[src/hw/fpc_pkg.sv]
// Package for the front panel power and channel control block
// Summary of operation
// - The unit switches on only while the power button is held and lights the display once power-up takes effect.
// - While running, a power press switches the unit off only after being held until the display blanks.
// - Shutdown needs the power button held for a one-second delay so a brief press is ignored.
// - While running with the display dark, a channel press only lights the display and shows the selection unchanged.
// - A channel press while running with the display lit advances the selection to the next channel or setting.
// - The selection includes an automatic setting shown as lower-case b that puts the unit in automatic mode.
// - The display stays lit only a limited time after the last press of either button, then blanks.
// - The channel number runs from 0 through 15 and every value is offered.
// - Two-digit channels flash a 1 then the units digit, alternating while the display is lit.
// - The decimal point is lit while the automatic setting b is shown and off while a manual channel is shown.
package fpc_pkg;
  localparam int unsigned CLK_HZ          = 100_000_000;
  localparam int unsigned OFF_DELAY_MS    = 1000;
  localparam int unsigned OFF_DELAY_CYC   = (OFF_DELAY_MS * (CLK_HZ / 1000));
  localparam int unsigned DEBOUNCE_CYC    = 100_000;
  localparam int unsigned DISP_ON_CYC     = 500_000_000;
  localparam int unsigned FLASH_CYC       = 50_000_000;
  localparam int unsigned CNT_W           = 32;
  localparam logic [4:0]  SEL_AUTO        = 5'h10;
  localparam logic [4:0]  SEL_RESET       = 5'h10;
  localparam logic [6:0]  SEG_B           = 7'h7c;
  localparam logic [6:0]  SEG_BLANK       = 7'h00;

  typedef enum logic [2:0] {
    FPC_OFF     = 3'b001,
    FPC_RUN     = 3'b010,
    FPC_SHUT    = 3'b100
  } fpc_state_e;

  // Segment order g f e d c b a
  function automatic logic [6:0] fpc_digit(input logic [3:0] d);
    case (d)
      4'h0: fpc_digit = 7'h3f;
      4'h1: fpc_digit = 7'h06;
      4'h2: fpc_digit = 7'h5b;
      4'h3: fpc_digit = 7'h4f;
      4'h4: fpc_digit = 7'h66;
      4'h5: fpc_digit = 7'h6d;
      4'h6: fpc_digit = 7'h7d;
      4'h7: fpc_digit = 7'h07;
      4'h8: fpc_digit = 7'h7f;
      4'h9: fpc_digit = 7'h6f;
      default: fpc_digit = 7'h00;
    endcase
  endfunction : fpc_digit
endpackage : fpc_pkg

[src/hw/fpc_panel.sv]
// Front panel power, channel selection and seven-segment display control
`timescale 1ns/1ns
module fpc_panel
  import fpc_pkg::*;
#(
  parameter int unsigned OFF_CYC  = OFF_DELAY_CYC,
  parameter int unsigned DEB_CYC  = DEBOUNCE_CYC,
  parameter int unsigned DISP_CYC = DISP_ON_CYC,
  parameter int unsigned FL_CYC   = FLASH_CYC
) (
  // Clock and reset
  input  wire logic       sys_clk,
  input  wire logic       resetn,
  // Buttons, high while pressed
  input  wire logic       pwr_btn,
  input  wire logic       chan_btn,
  // Power control
  output logic            power_on,
  // Display, segments g..a and decimal point
  output logic [6:0]      seg,
  output logic            seg_dp,
  // Choice handed to the radio core
  output logic [3:0]      chan_num,
  output logic            auto_mode
);
  logic [2:0]       pwr_sync_q, chan_sync_q;
  logic             pwr_raw, chan_raw;
  logic             pwr_db_q, chan_db_q, chan_db_prev_q, pwr_db_prev_q;
  logic [CNT_W-1:0] pwr_deb_q, chan_deb_q;
  fpc_state_e       state_q, state_d;
  logic [CNT_W-1:0] off_cnt_q, disp_cnt_q, flash_cnt_q;
  logic [CNT_W-1:0] shut_len_q;
  logic             disp_on_q, phase_q;
  logic [4:0]       sel_q;
  logic [6:0]       seg_q;
  logic             dp_q;

  // Three stages; a change counts once stages two and three agree
  always_ff @(posedge sys_clk or negedge resetn) begin
    if (!resetn) begin
      pwr_sync_q  <= 3'h0;
      chan_sync_q <= 3'h0;
    end else begin
      pwr_sync_q  <= {pwr_sync_q[1:0], pwr_btn};
      chan_sync_q <= {chan_sync_q[1:0], chan_btn};
    end
  end
  assign pwr_raw  = pwr_sync_q[2] & pwr_sync_q[1];
  assign chan_raw = chan_sync_q[2] & chan_sync_q[1];
  wire pwr_agree  = pwr_sync_q[2] == pwr_sync_q[1];
  wire chan_agree = chan_sync_q[2] == chan_sync_q[1];

  // Debounce: level must stay stable DEB_CYC cycles before it is taken
  always_ff @(posedge sys_clk or negedge resetn) begin
    if (!resetn) begin
      pwr_deb_q  <= '0;
      chan_deb_q <= '0;
      pwr_db_q   <= 1'b0;
      chan_db_q  <= 1'b0;
    end else begin
      if (!pwr_agree || pwr_raw == pwr_db_q) pwr_deb_q <= '0;
      else if (pwr_deb_q >= CNT_W'(DEB_CYC - 1)) begin
        pwr_deb_q <= '0;
        pwr_db_q  <= pwr_raw;
      end else pwr_deb_q <= pwr_deb_q + 1'b1;
      if (!chan_agree || chan_raw == chan_db_q) chan_deb_q <= '0;
      else if (chan_deb_q >= CNT_W'(DEB_CYC - 1)) begin
        chan_deb_q <= '0;
        chan_db_q  <= chan_raw;
      end else chan_deb_q <= chan_deb_q + 1'b1;
    end
  end

  always_ff @(posedge sys_clk or negedge resetn) begin
    if (!resetn) begin
      pwr_db_prev_q  <= 1'b0;
      chan_db_prev_q <= 1'b0;
    end else begin
      pwr_db_prev_q  <= pwr_db_q;
      chan_db_prev_q <= chan_db_q;
    end
  end
  wire pwr_press  = pwr_db_q & ~pwr_db_prev_q;
  wire chan_press = chan_db_q & ~chan_db_prev_q;
  wire running    = (state_q == FPC_RUN);
  wire off_done   = (off_cnt_q >= CNT_W'(OFF_CYC - 1));
  wire any_press  = running & (pwr_press | chan_press);

  // Power state machine
  always_comb begin
    state_d = state_q;
    case (state_q)
      // A fresh press is needed, so the hold that ended a shutdown cannot power up again
      FPC_OFF:  if (pwr_press) state_d = FPC_RUN;
      // Release after power-up waits here so the same hold cannot also turn off
      FPC_RUN:  if (pwr_press) state_d = FPC_SHUT;
      FPC_SHUT: begin
        if (!pwr_db_q) state_d = FPC_RUN;
        else if (off_done) state_d = FPC_OFF;
      end
      default:  state_d = FPC_OFF;
    endcase
  end

  always_ff @(posedge sys_clk or negedge resetn) begin
    if (!resetn) state_q <= FPC_OFF;
    else state_q <= state_d;
  end

  // Hold timer for shutdown
  always_ff @(posedge sys_clk or negedge resetn) begin
    if (!resetn) off_cnt_q <= '0;
    else if (state_q != FPC_SHUT) off_cnt_q <= '0;
    else if (!off_done) off_cnt_q <= off_cnt_q + 1'b1;
  end

  // Display timeout; also lit at power-up. Blanks while a shutdown hold completes.
  wire power_up = (state_q == FPC_OFF) & (state_d == FPC_RUN);
  always_ff @(posedge sys_clk or negedge resetn) begin
    if (!resetn) begin
      disp_cnt_q <= '0;
      disp_on_q  <= 1'b0;
    end else if (power_up || any_press) begin
      disp_cnt_q <= '0;
      disp_on_q  <= 1'b1;
    end else if (state_q == FPC_OFF || (state_q == FPC_SHUT && off_done)) begin
      disp_on_q  <= 1'b0;
    end else if (disp_on_q) begin
      if (disp_cnt_q >= CNT_W'(DISP_CYC - 1)) disp_on_q <= 1'b0;
      else disp_cnt_q <= disp_cnt_q + 1'b1;
    end
  end

  // Selection: 0..15 then automatic, then wrap
  wire [4:0] sel_next = (sel_q == SEL_AUTO) ? 5'h00 : sel_q + 5'h01;
  always_ff @(posedge sys_clk or negedge resetn) begin
    if (!resetn) sel_q <= SEL_RESET;
    else if (running && chan_press && disp_on_q) sel_q <= sel_next;
  end

  // Flash phase: 0 shows the leading 1, 1 shows the units digit
  always_ff @(posedge sys_clk or negedge resetn) begin
    if (!resetn) begin
      flash_cnt_q <= '0;
      phase_q     <= 1'b0;
    end else if (any_press || !disp_on_q) begin
      flash_cnt_q <= '0;
      phase_q     <= 1'b0;
    end else if (flash_cnt_q >= CNT_W'(FL_CYC - 1)) begin
      flash_cnt_q <= '0;
      phase_q     <= ~phase_q;
    end else flash_cnt_q <= flash_cnt_q + 1'b1;
  end

  wire        is_auto  = (sel_q == SEL_AUTO);
  wire        two_dig  = ~is_auto & (sel_q[3:0] >= 4'ha);
  wire [3:0]  units    = two_dig ? 4'(sel_q[3:0] - 4'ha) : sel_q[3:0];
  wire [3:0]  shown    = (two_dig && !phase_q) ? 4'h1 : units;
  wire [6:0]  seg_d    = !disp_on_q ? SEG_BLANK : is_auto ? SEG_B : fpc_digit(shown);
  // The automatic choice has no fixed channel, so dp marks the b setting
  wire        dp_d     = disp_on_q & is_auto;

  always_ff @(posedge sys_clk or negedge resetn) begin
    if (!resetn) begin
      seg_q <= SEG_BLANK;
      dp_q  <= 1'b0;
    end else begin
      seg_q <= seg_d;
      dp_q  <= dp_d;
    end
  end

  assign power_on  = ~(state_q == FPC_OFF);
  assign seg       = seg_q;
  assign seg_dp    = dp_q;
  assign chan_num  = sel_q[3:0];
  assign auto_mode = is_auto;

  // Separate count of cycles spent holding for shutdown, kept apart from the timer it checks
  always_ff @(posedge sys_clk or negedge resetn) begin
    if (!resetn) shut_len_q <= '0;
    else if (state_q != FPC_SHUT) shut_len_q <= '0;
    else if (shut_len_q < CNT_W'(OFF_CYC)) shut_len_q <= shut_len_q + 1'b1;
  end

  a_off_needs_hold: assert property (@(posedge sys_clk) disable iff (!resetn)
    (state_q == FPC_SHUT) && (state_d == FPC_OFF) |-> off_cnt_q >= CNT_W'(OFF_CYC - 1))
    else $error("shutdown before hold delay");
  a_on_needs_press: assert property (@(posedge sys_clk) disable iff (!resetn)
    $rose(power_on) |-> $past(pwr_db_q))
    else $error("power on without held button");
  a_dark_no_change: assert property (@(posedge sys_clk) disable iff (!resetn)
    chan_press && !disp_on_q |=> $stable(sel_q))
    else $error("selection changed while dark");
  a_lit_advances: assert property (@(posedge sys_clk) disable iff (!resetn)
    running && chan_press && disp_on_q |=> sel_q == (($past(sel_q) == SEL_AUTO) ? 5'h00 : 5'($past(sel_q) + 5'h01)))
    else $error("selection did not advance");
  a_sel_range: assert property (@(posedge sys_clk) disable iff (!resetn)
    sel_q <= SEL_AUTO)
    else $error("selection out of range");
  a_auto_wraps: assert property (@(posedge sys_clk) disable iff (!resetn)
    running && chan_press && disp_on_q && is_auto |=> sel_q == 5'h00)
    else $error("automatic setting did not wrap");
  a_dp_auto: assert property (@(posedge sys_clk) disable iff (!resetn)
    ##1 seg_dp == $past(disp_on_q && is_auto))
    else $error("decimal point mismatch");
  a_dark_blank: assert property (@(posedge sys_clk) disable iff (!resetn)
    !disp_on_q |=> seg == SEG_BLANK && !seg_dp)
    else $error("display lit while dark");
  a_press_lights: assert property (@(posedge sys_clk) disable iff (!resetn)
    any_press |=> disp_on_q && disp_cnt_q == '0)
    else $error("press did not restart display");
  a_off_after_hold: assert property (@(posedge sys_clk) disable iff (!resetn)
    $fell(power_on) |-> shut_len_q >= CNT_W'(OFF_CYC))
    else $error("power off before full hold");
  a_off_blanks: assert property (@(posedge sys_clk) disable iff (!resetn)
    $fell(power_on) |=> seg == SEG_BLANK && !seg_dp)
    else $error("display lit after power off");
  a_up_lights: assert property (@(posedge sys_clk) disable iff (!resetn)
    $rose(power_on) |-> disp_on_q)
    else $error("display dark at power up");
  a_off_ignores_chan: assert property (@(posedge sys_clk) disable iff (!resetn)
    !running && chan_press |=> $stable(sel_q))
    else $error("selection changed while not running");
  a_flash_lead: assert property (@(posedge sys_clk) disable iff (!resetn)
    disp_on_q && two_dig && !phase_q |=> seg == 7'h06)
    else $error("leading digit not shown first");
  a_flash_restart: assert property (@(posedge sys_clk) disable iff (!resetn)
    any_press |=> !phase_q && flash_cnt_q == '0)
    else $error("press did not restart flash");
endmodule : fpc_panel

[config.mk]
export PLATFORM = sky130hd
export DESIGN_NAME = fpc_panel
export DESIGN_NICKNAME = d
export VERILOG_FILES = /design/src/hw/fpc_pkg.sv /design/src/hw/fpc_panel.sv
export SDC_FILE = /design/constraint.sdc
export NUM_CORES = 1
export LEC_CHECK = 0
export ABC_AREA = 0
export BUFFER_PORTS_ARGS = -buffer_cell sky130_fd_sc_hd__buf_4
export CORE_MARGIN = 2
export CORE_UTILIZATION = 55
export CTS_BUF_LIST = sky130_fd_sc_hd__clkbuf_4
export DETAILED_ROUTE_END_ITERATION = 8
export PLACE_DENSITY = 0.7
export SLEW_MARGIN = 30
export SYNTH_ARGS = -nofsm -noshare
export SYNTH_HDL_FRONTEND = slang
export SYNTH_SLANG_ARGS = --single-unit
[constraint.sdc]
create_clock -name sys_clk -period 3.6 [get_ports sys_clk]
set_input_delay 0.72 -clock sys_clk [delete_from_list [all_inputs] [get_ports sys_clk]]
set_output_delay 0.72 -clock sys_clk [all_outputs]
set_load 0.05 [all_outputs]
==> metrics.sh <==
RESULT_OF_THE_RUN='finished clean'
DRTPASS1ITERATIONS=5
CLK_TRANSITION_REPORTED_PATHS_PS=150
TRITONCTS_NUM_SINKS=188
DR.FIRST_ITER.DRC_COUNT=454
DP.FINAL_HPWL_UM=10820
GRT.BUSIEST_LAYER='met2'
FIRST_GLOBAL_VIAS=6102
GRT_SETUP_UNREPAIRED='no'
WORST_SLEW_PIN_SLEW_PS=841.8
VIAS=6123
POST_SYNTH_FA_HA_MAJ_AREA_FRACTION=0.02461
SYN-INSTANCE-COUNT=844
SYNTHESIS.YOSYS.WARNINGS=0
DESIGN.PORTCOUNT=18
MAX_CAP_VIOLATIONS=0
SYNTH-SIMPLE-AREA-SHARE=0.2355
INITIAL_ANTENNA_VIOLATION_COUNT=2
SYNTH_SEQUENTIAL_AREA_RATIO=0.5445
CP_CELL_SEQUENCE='nand4_1 -> nor2_1 -> o311ai_4 -> a21oi_2 -> buf_4 -> nor3_1 -> xnor2_1 -> nor2_1'
CRITPATHBUFINV=1
SYNTHFLOPTYPE='sky130_fd_sc_hd__dfrtp_1'
FINAL_CORE_UTIL=0.6158
POWER_PER_CELL_AREA_nW_PER_UM2=392.0
FINAL_NETS=917
SYNTH_AREA_PER_CELL_UM2=10.24
WORSTSETUPENDPOINTTYPE='register'
FIRST_PASS_GRT_WIRE_LENGTH_UM=27460
LEAKAGEPOWER_uW=0.003981
CRITPATHLAUNCHTYPE='register'
CRITICAL_PATH.SLOWEST_CELL='sky130_fd_sc_hd__a21oi_2'
DRV_SLEW=0
GLOBALROUTEMET3UTIL=0.04129
MAX_STAGE_DELAY_PS=650
CP_MAX_FO=14
H-TREE-DEPTH=4
DIE_WIDTH_UM=129.4
NETLIST_AREA_UM2=8645
POSTCTSSETUPBUFFERS=0
CTS_HOLD_BUFFERS=0
DP_CELLS=1088
CORE.ROWCOUNT=45
POST_SYNTH_MUX_AREA_SHARE=0.007526
ROUTED_WIRELENGTH_UM=15560
FLOORPLAN.DIE.HEIGHT_UM=129.4
TIMING_LIMITED_MAXIMUM_FREQUENCY_GHz=0.3425
GRT.MET1_USAGE=0.2731
TIMING.CRITICAL_PATH.ARRIVAL_PS=3380
GLOBALROUTEMET2UTIL=0.3375
POST_DRT_WL_PER_CELL_UM=13.87
AREA.GROWTH.SYNTH_TO_FINAL_PCT=8.699
PLACE.GP.CONGESTION=0.8535
CLOCK-ROOT-BUFFER='sky130_fd_sc_hd__clkbuf_4'
DESIGN_POWER_TOTAL_uW=3683
GLOBALROUTEOVERFLOWTOTAL=0
PERIOD_SHARE=0.8111
CLOCK_PERIOD_MINUS_FINAL_WORST_SETUP_SLACK_PS=2920
DRT-VIAS-PER-INSTANCE=5.457
SYNTH_ASYNC_SR_FLOP_SHARE=1.000
DRT.ANTENNA.VIOLATING_NETS=0
POST-ROUTE-DRC-COUNT=0
FINAL_HOLD_VIOL_COUNT=0
HOLDWS_PS=41.77
NETLIST-CELL-TYPE-COUNT=57
TIMING.SETUP.CRITICAL_PATH_CLASS='register to register'
TRITONCTS_BUFFERS=17
DRIVE_GT1_FRAC=0.08691
CP_DATA_REQUIRED_TIME_PS=4060
CELL_FAMILY_WITH_THE_LARGEST_SHARE_OF_CRITICAL_PATH_DELAY='simple AND/OR/NAND/NOR gates'
FIN_SETUP_TNS_PS=0
CTS_RESIZED=0
WORST_VDD_DROP_V=0.0002968
CPMOSTUSEDCELL='sky130_fd_sc_hd__nor2_1'
FINCLKSKEW_PS=17.73
MAX-CLOCK-PATH-BUFFERS=2
XOR_XNOR_SHARE_OF_THE_SYNTHESIZED_AREA=0.09726
YS_FF_LATCH=188
GRT_USAGE=0.2048
DIE_AR_UM2=16740
MIN_PATH_TYPE='input pin to async pin'
FP.COREAREA_UM2=15260
FINALNONFILLERCELLS=1122
SYNTH_ENABLE_FLOP_CELLS=0
TRITONCTS_CLOCK_TREE='done'
WORST_SKEW_PAIR.LATE_LATENCY_PS=570
TIMING.MAX_SLEW.REL_SLACK=0.4367
START_UTIL=0.5665
IO_BUFFER_COUNT=17
COMPOUND_CELL_AREA_SHARE_OF_THE_YOSYS_NETLIST=0.06499
COMBINATIONAL_FAMILY_WITH_THE_MOST_AREA_AFTER_SYNTHESIS='simple AND/OR/NAND/NOR gates'
SETUP_VIOL_COUNT_FINAL=0
GRT_START_MAX_NET_PINS=69
-- final cells by class --
class | count | area (µm²)
timing repair buffer | 24 | 196.4
antenna | 2 | 5.005
tap | 211 | 264.0
clock inverter | 14 | 136.4
multi-input combinational | 641 | 3862
inverter | 24 | 90.09
sequential | 188 | 4707
fill | 1260 | 5862
clock buffer | 18 | 135.1
-- worst paths after layout --
check / from / end / slack (ps) / depth (start not counted)
min in group sys_clk: chan_btn / chan_sync_q[0] / 240 / 1
min reg2reg: pwr_sync_q[0] / pwr_sync_q[1] / 370 / 0
min: resetn / flash_cnt_q[10] / 40 / 1
max reg2reg: off_cnt_q[5] / disp_cnt_q[23] / 680 / 8
max: off_cnt_q[5] / disp_cnt_q[23] / 680 / 8
max in group asynchronous: resetn / disp_cnt_q[9] / 2700 / 2
-- sequential cells by signal (all words and copies together), names as in the netlist --
signal          cells
seg                 7
pwr_deb_q          32
seg_dp              1
chan_deb_q         32
pwr_sync_q          3
flash_cnt_q        32
state_q             3
chan_db_prev_q      1
pwr_db_prev_q       1
chan_sync_q         3
off_cnt_q          32
disp_cnt_q         32
phase_q             1
pwr_db_q            1
disp_on_q           1
chan_db_q           1
sel_q               5
-- stage by stage --
step | instance area (µm²) | setup WS, ps
after detailed placement | 9120 | 777.5
after global routing | 9397 | 401.2
after floorplan | 8776 | 1351
final | 9397 | 680.1
after CTS | 9392 | 747.4
after global placement | 9112 | 861.3
-- synth_stat cells (2+ instances only) --
library cell               count  area, µm²
sky130_fd_sc_hd__dfstp_2       2      52.55
sky130_fd_sc_hd__buf_4         5      37.54
sky130_fd_sc_hd__nor3_1       33      165.2
sky130_fd_sc_hd__a21oi_1      23      115.1
sky130_fd_sc_hd__nor4_1       14      87.58
sky130_fd_sc_hd__nand2_1      55      206.5
sky130_fd_sc_hd__nor2b_1       8      50.05
sky130_fd_sc_hd__buf_2         3      15.01
sky130_fd_sc_hd__and4_1        8      70.07
sky130_fd_sc_hd__nand3_1      45      225.2
sky130_fd_sc_hd__a21bo_2       2      20.02
sky130_fd_sc_hd__and2_1       13      81.33
sky130_fd_sc_hd__nand4_1      32      200.2
sky130_fd_sc_hd__o22ai_1       2      12.51
sky130_fd_sc_hd__o21a_1        6      45.04
sky130_fd_sc_hd__a31oi_1       8      50.05
sky130_fd_sc_hd__or3_1        11      68.82
sky130_fd_sc_hd__nor2_1      138      518.0
sky130_fd_sc_hd__dfrtp_1     186       4654
sky130_fd_sc_hd__nand3b_1      2      15.01
sky130_fd_sc_hd__and3_1       20      125.1
sky130_fd_sc_hd__a211oi_1      4      30.03
sky130_fd_sc_hd__or2_2         2      12.51
sky130_fd_sc_hd__mux2i_1       2      20.02
sky130_fd_sc_hd__a21o_1        4      30.03
sky130_fd_sc_hd__o31ai_1       3      22.52
sky130_fd_sc_hd__xor2_1       43      376.6
sky130_fd_sc_hd__xnor2_1      53      464.2
sky130_fd_sc_hd__nor4b_1       4      35.03
sky130_fd_sc_hd__nor4_2        5      62.56
sky130_fd_sc_hd__o21ai_0      18      90.09
sky130_fd_sc_hd__or4_1         2      15.01
sky130_fd_sc_hd__nand2b_1      4      25.02
sky130_fd_sc_hd__clkbuf_1     17      63.81
sky130_fd_sc_hd__inv_1        24      90.09
sky130_fd_sc_hd__ha_1         17      212.7
sky130_fd_sc_hd__mux2_2        4      45.04
sky130_fd_sc_hd__o21ai_1       3      15.01
-- cells by family (layout without fill, tap and decap cells) --
logic type               after synthesis  after routing
adder cells (fa/ha/maj)               17             17
AO/OA/AOI/OAI                         85             85
XOR/XNOR                              96             96
AND/OR/NAND/NOR                      401            401
multiplexers                           6              6
buffers and inverters                 50             80
other                                  1             38
flip-flops                           188            188
-- power by group --
| part | switching, µW | internal [µW] |
|---|---|---|
| clock | 734 | 366 |
| sequential | 53.0 | 2180 |
| combinational | 240 | 107 |
| total | 1030 | 2660 |
-- cells in the final DEF (no fill, tap or decap), drive strengths merged, types with 2 or more instances in the layout --
cell	n
nor4b	5
xnor2	53
nor3	33
a31oi	8
nor2	138
o21ai	22
nand2	55
inv	30
o22ai	2
buf	24
nand4	32
dfrtp	186
clkinv	4
or4	3
nor2b	8
ha	17
and3	20
a21o	4
or3	11
nand3	45
diode	2
a211oi	4
nand3b	2
conb	36
a21oi	24
nor4	20
mux2	4
clkbuf	18
mux2i	2
or2	2
a21bo	2
clkinvlp	3
xor2	43
o31ai	3
and2	13
o21a	6
and4	8
dfstp	2
nand2b	4
-- routing by layer --
layer | vias to the layer above | wire (µm)
met5 | - | 0
met4 | 0 | 174
met3 | 12 | 448
met2 | 91 | 7625
met1 | 3045 | 7315
li1 | 2975 | -
Power figures use the tool's default switching activity.
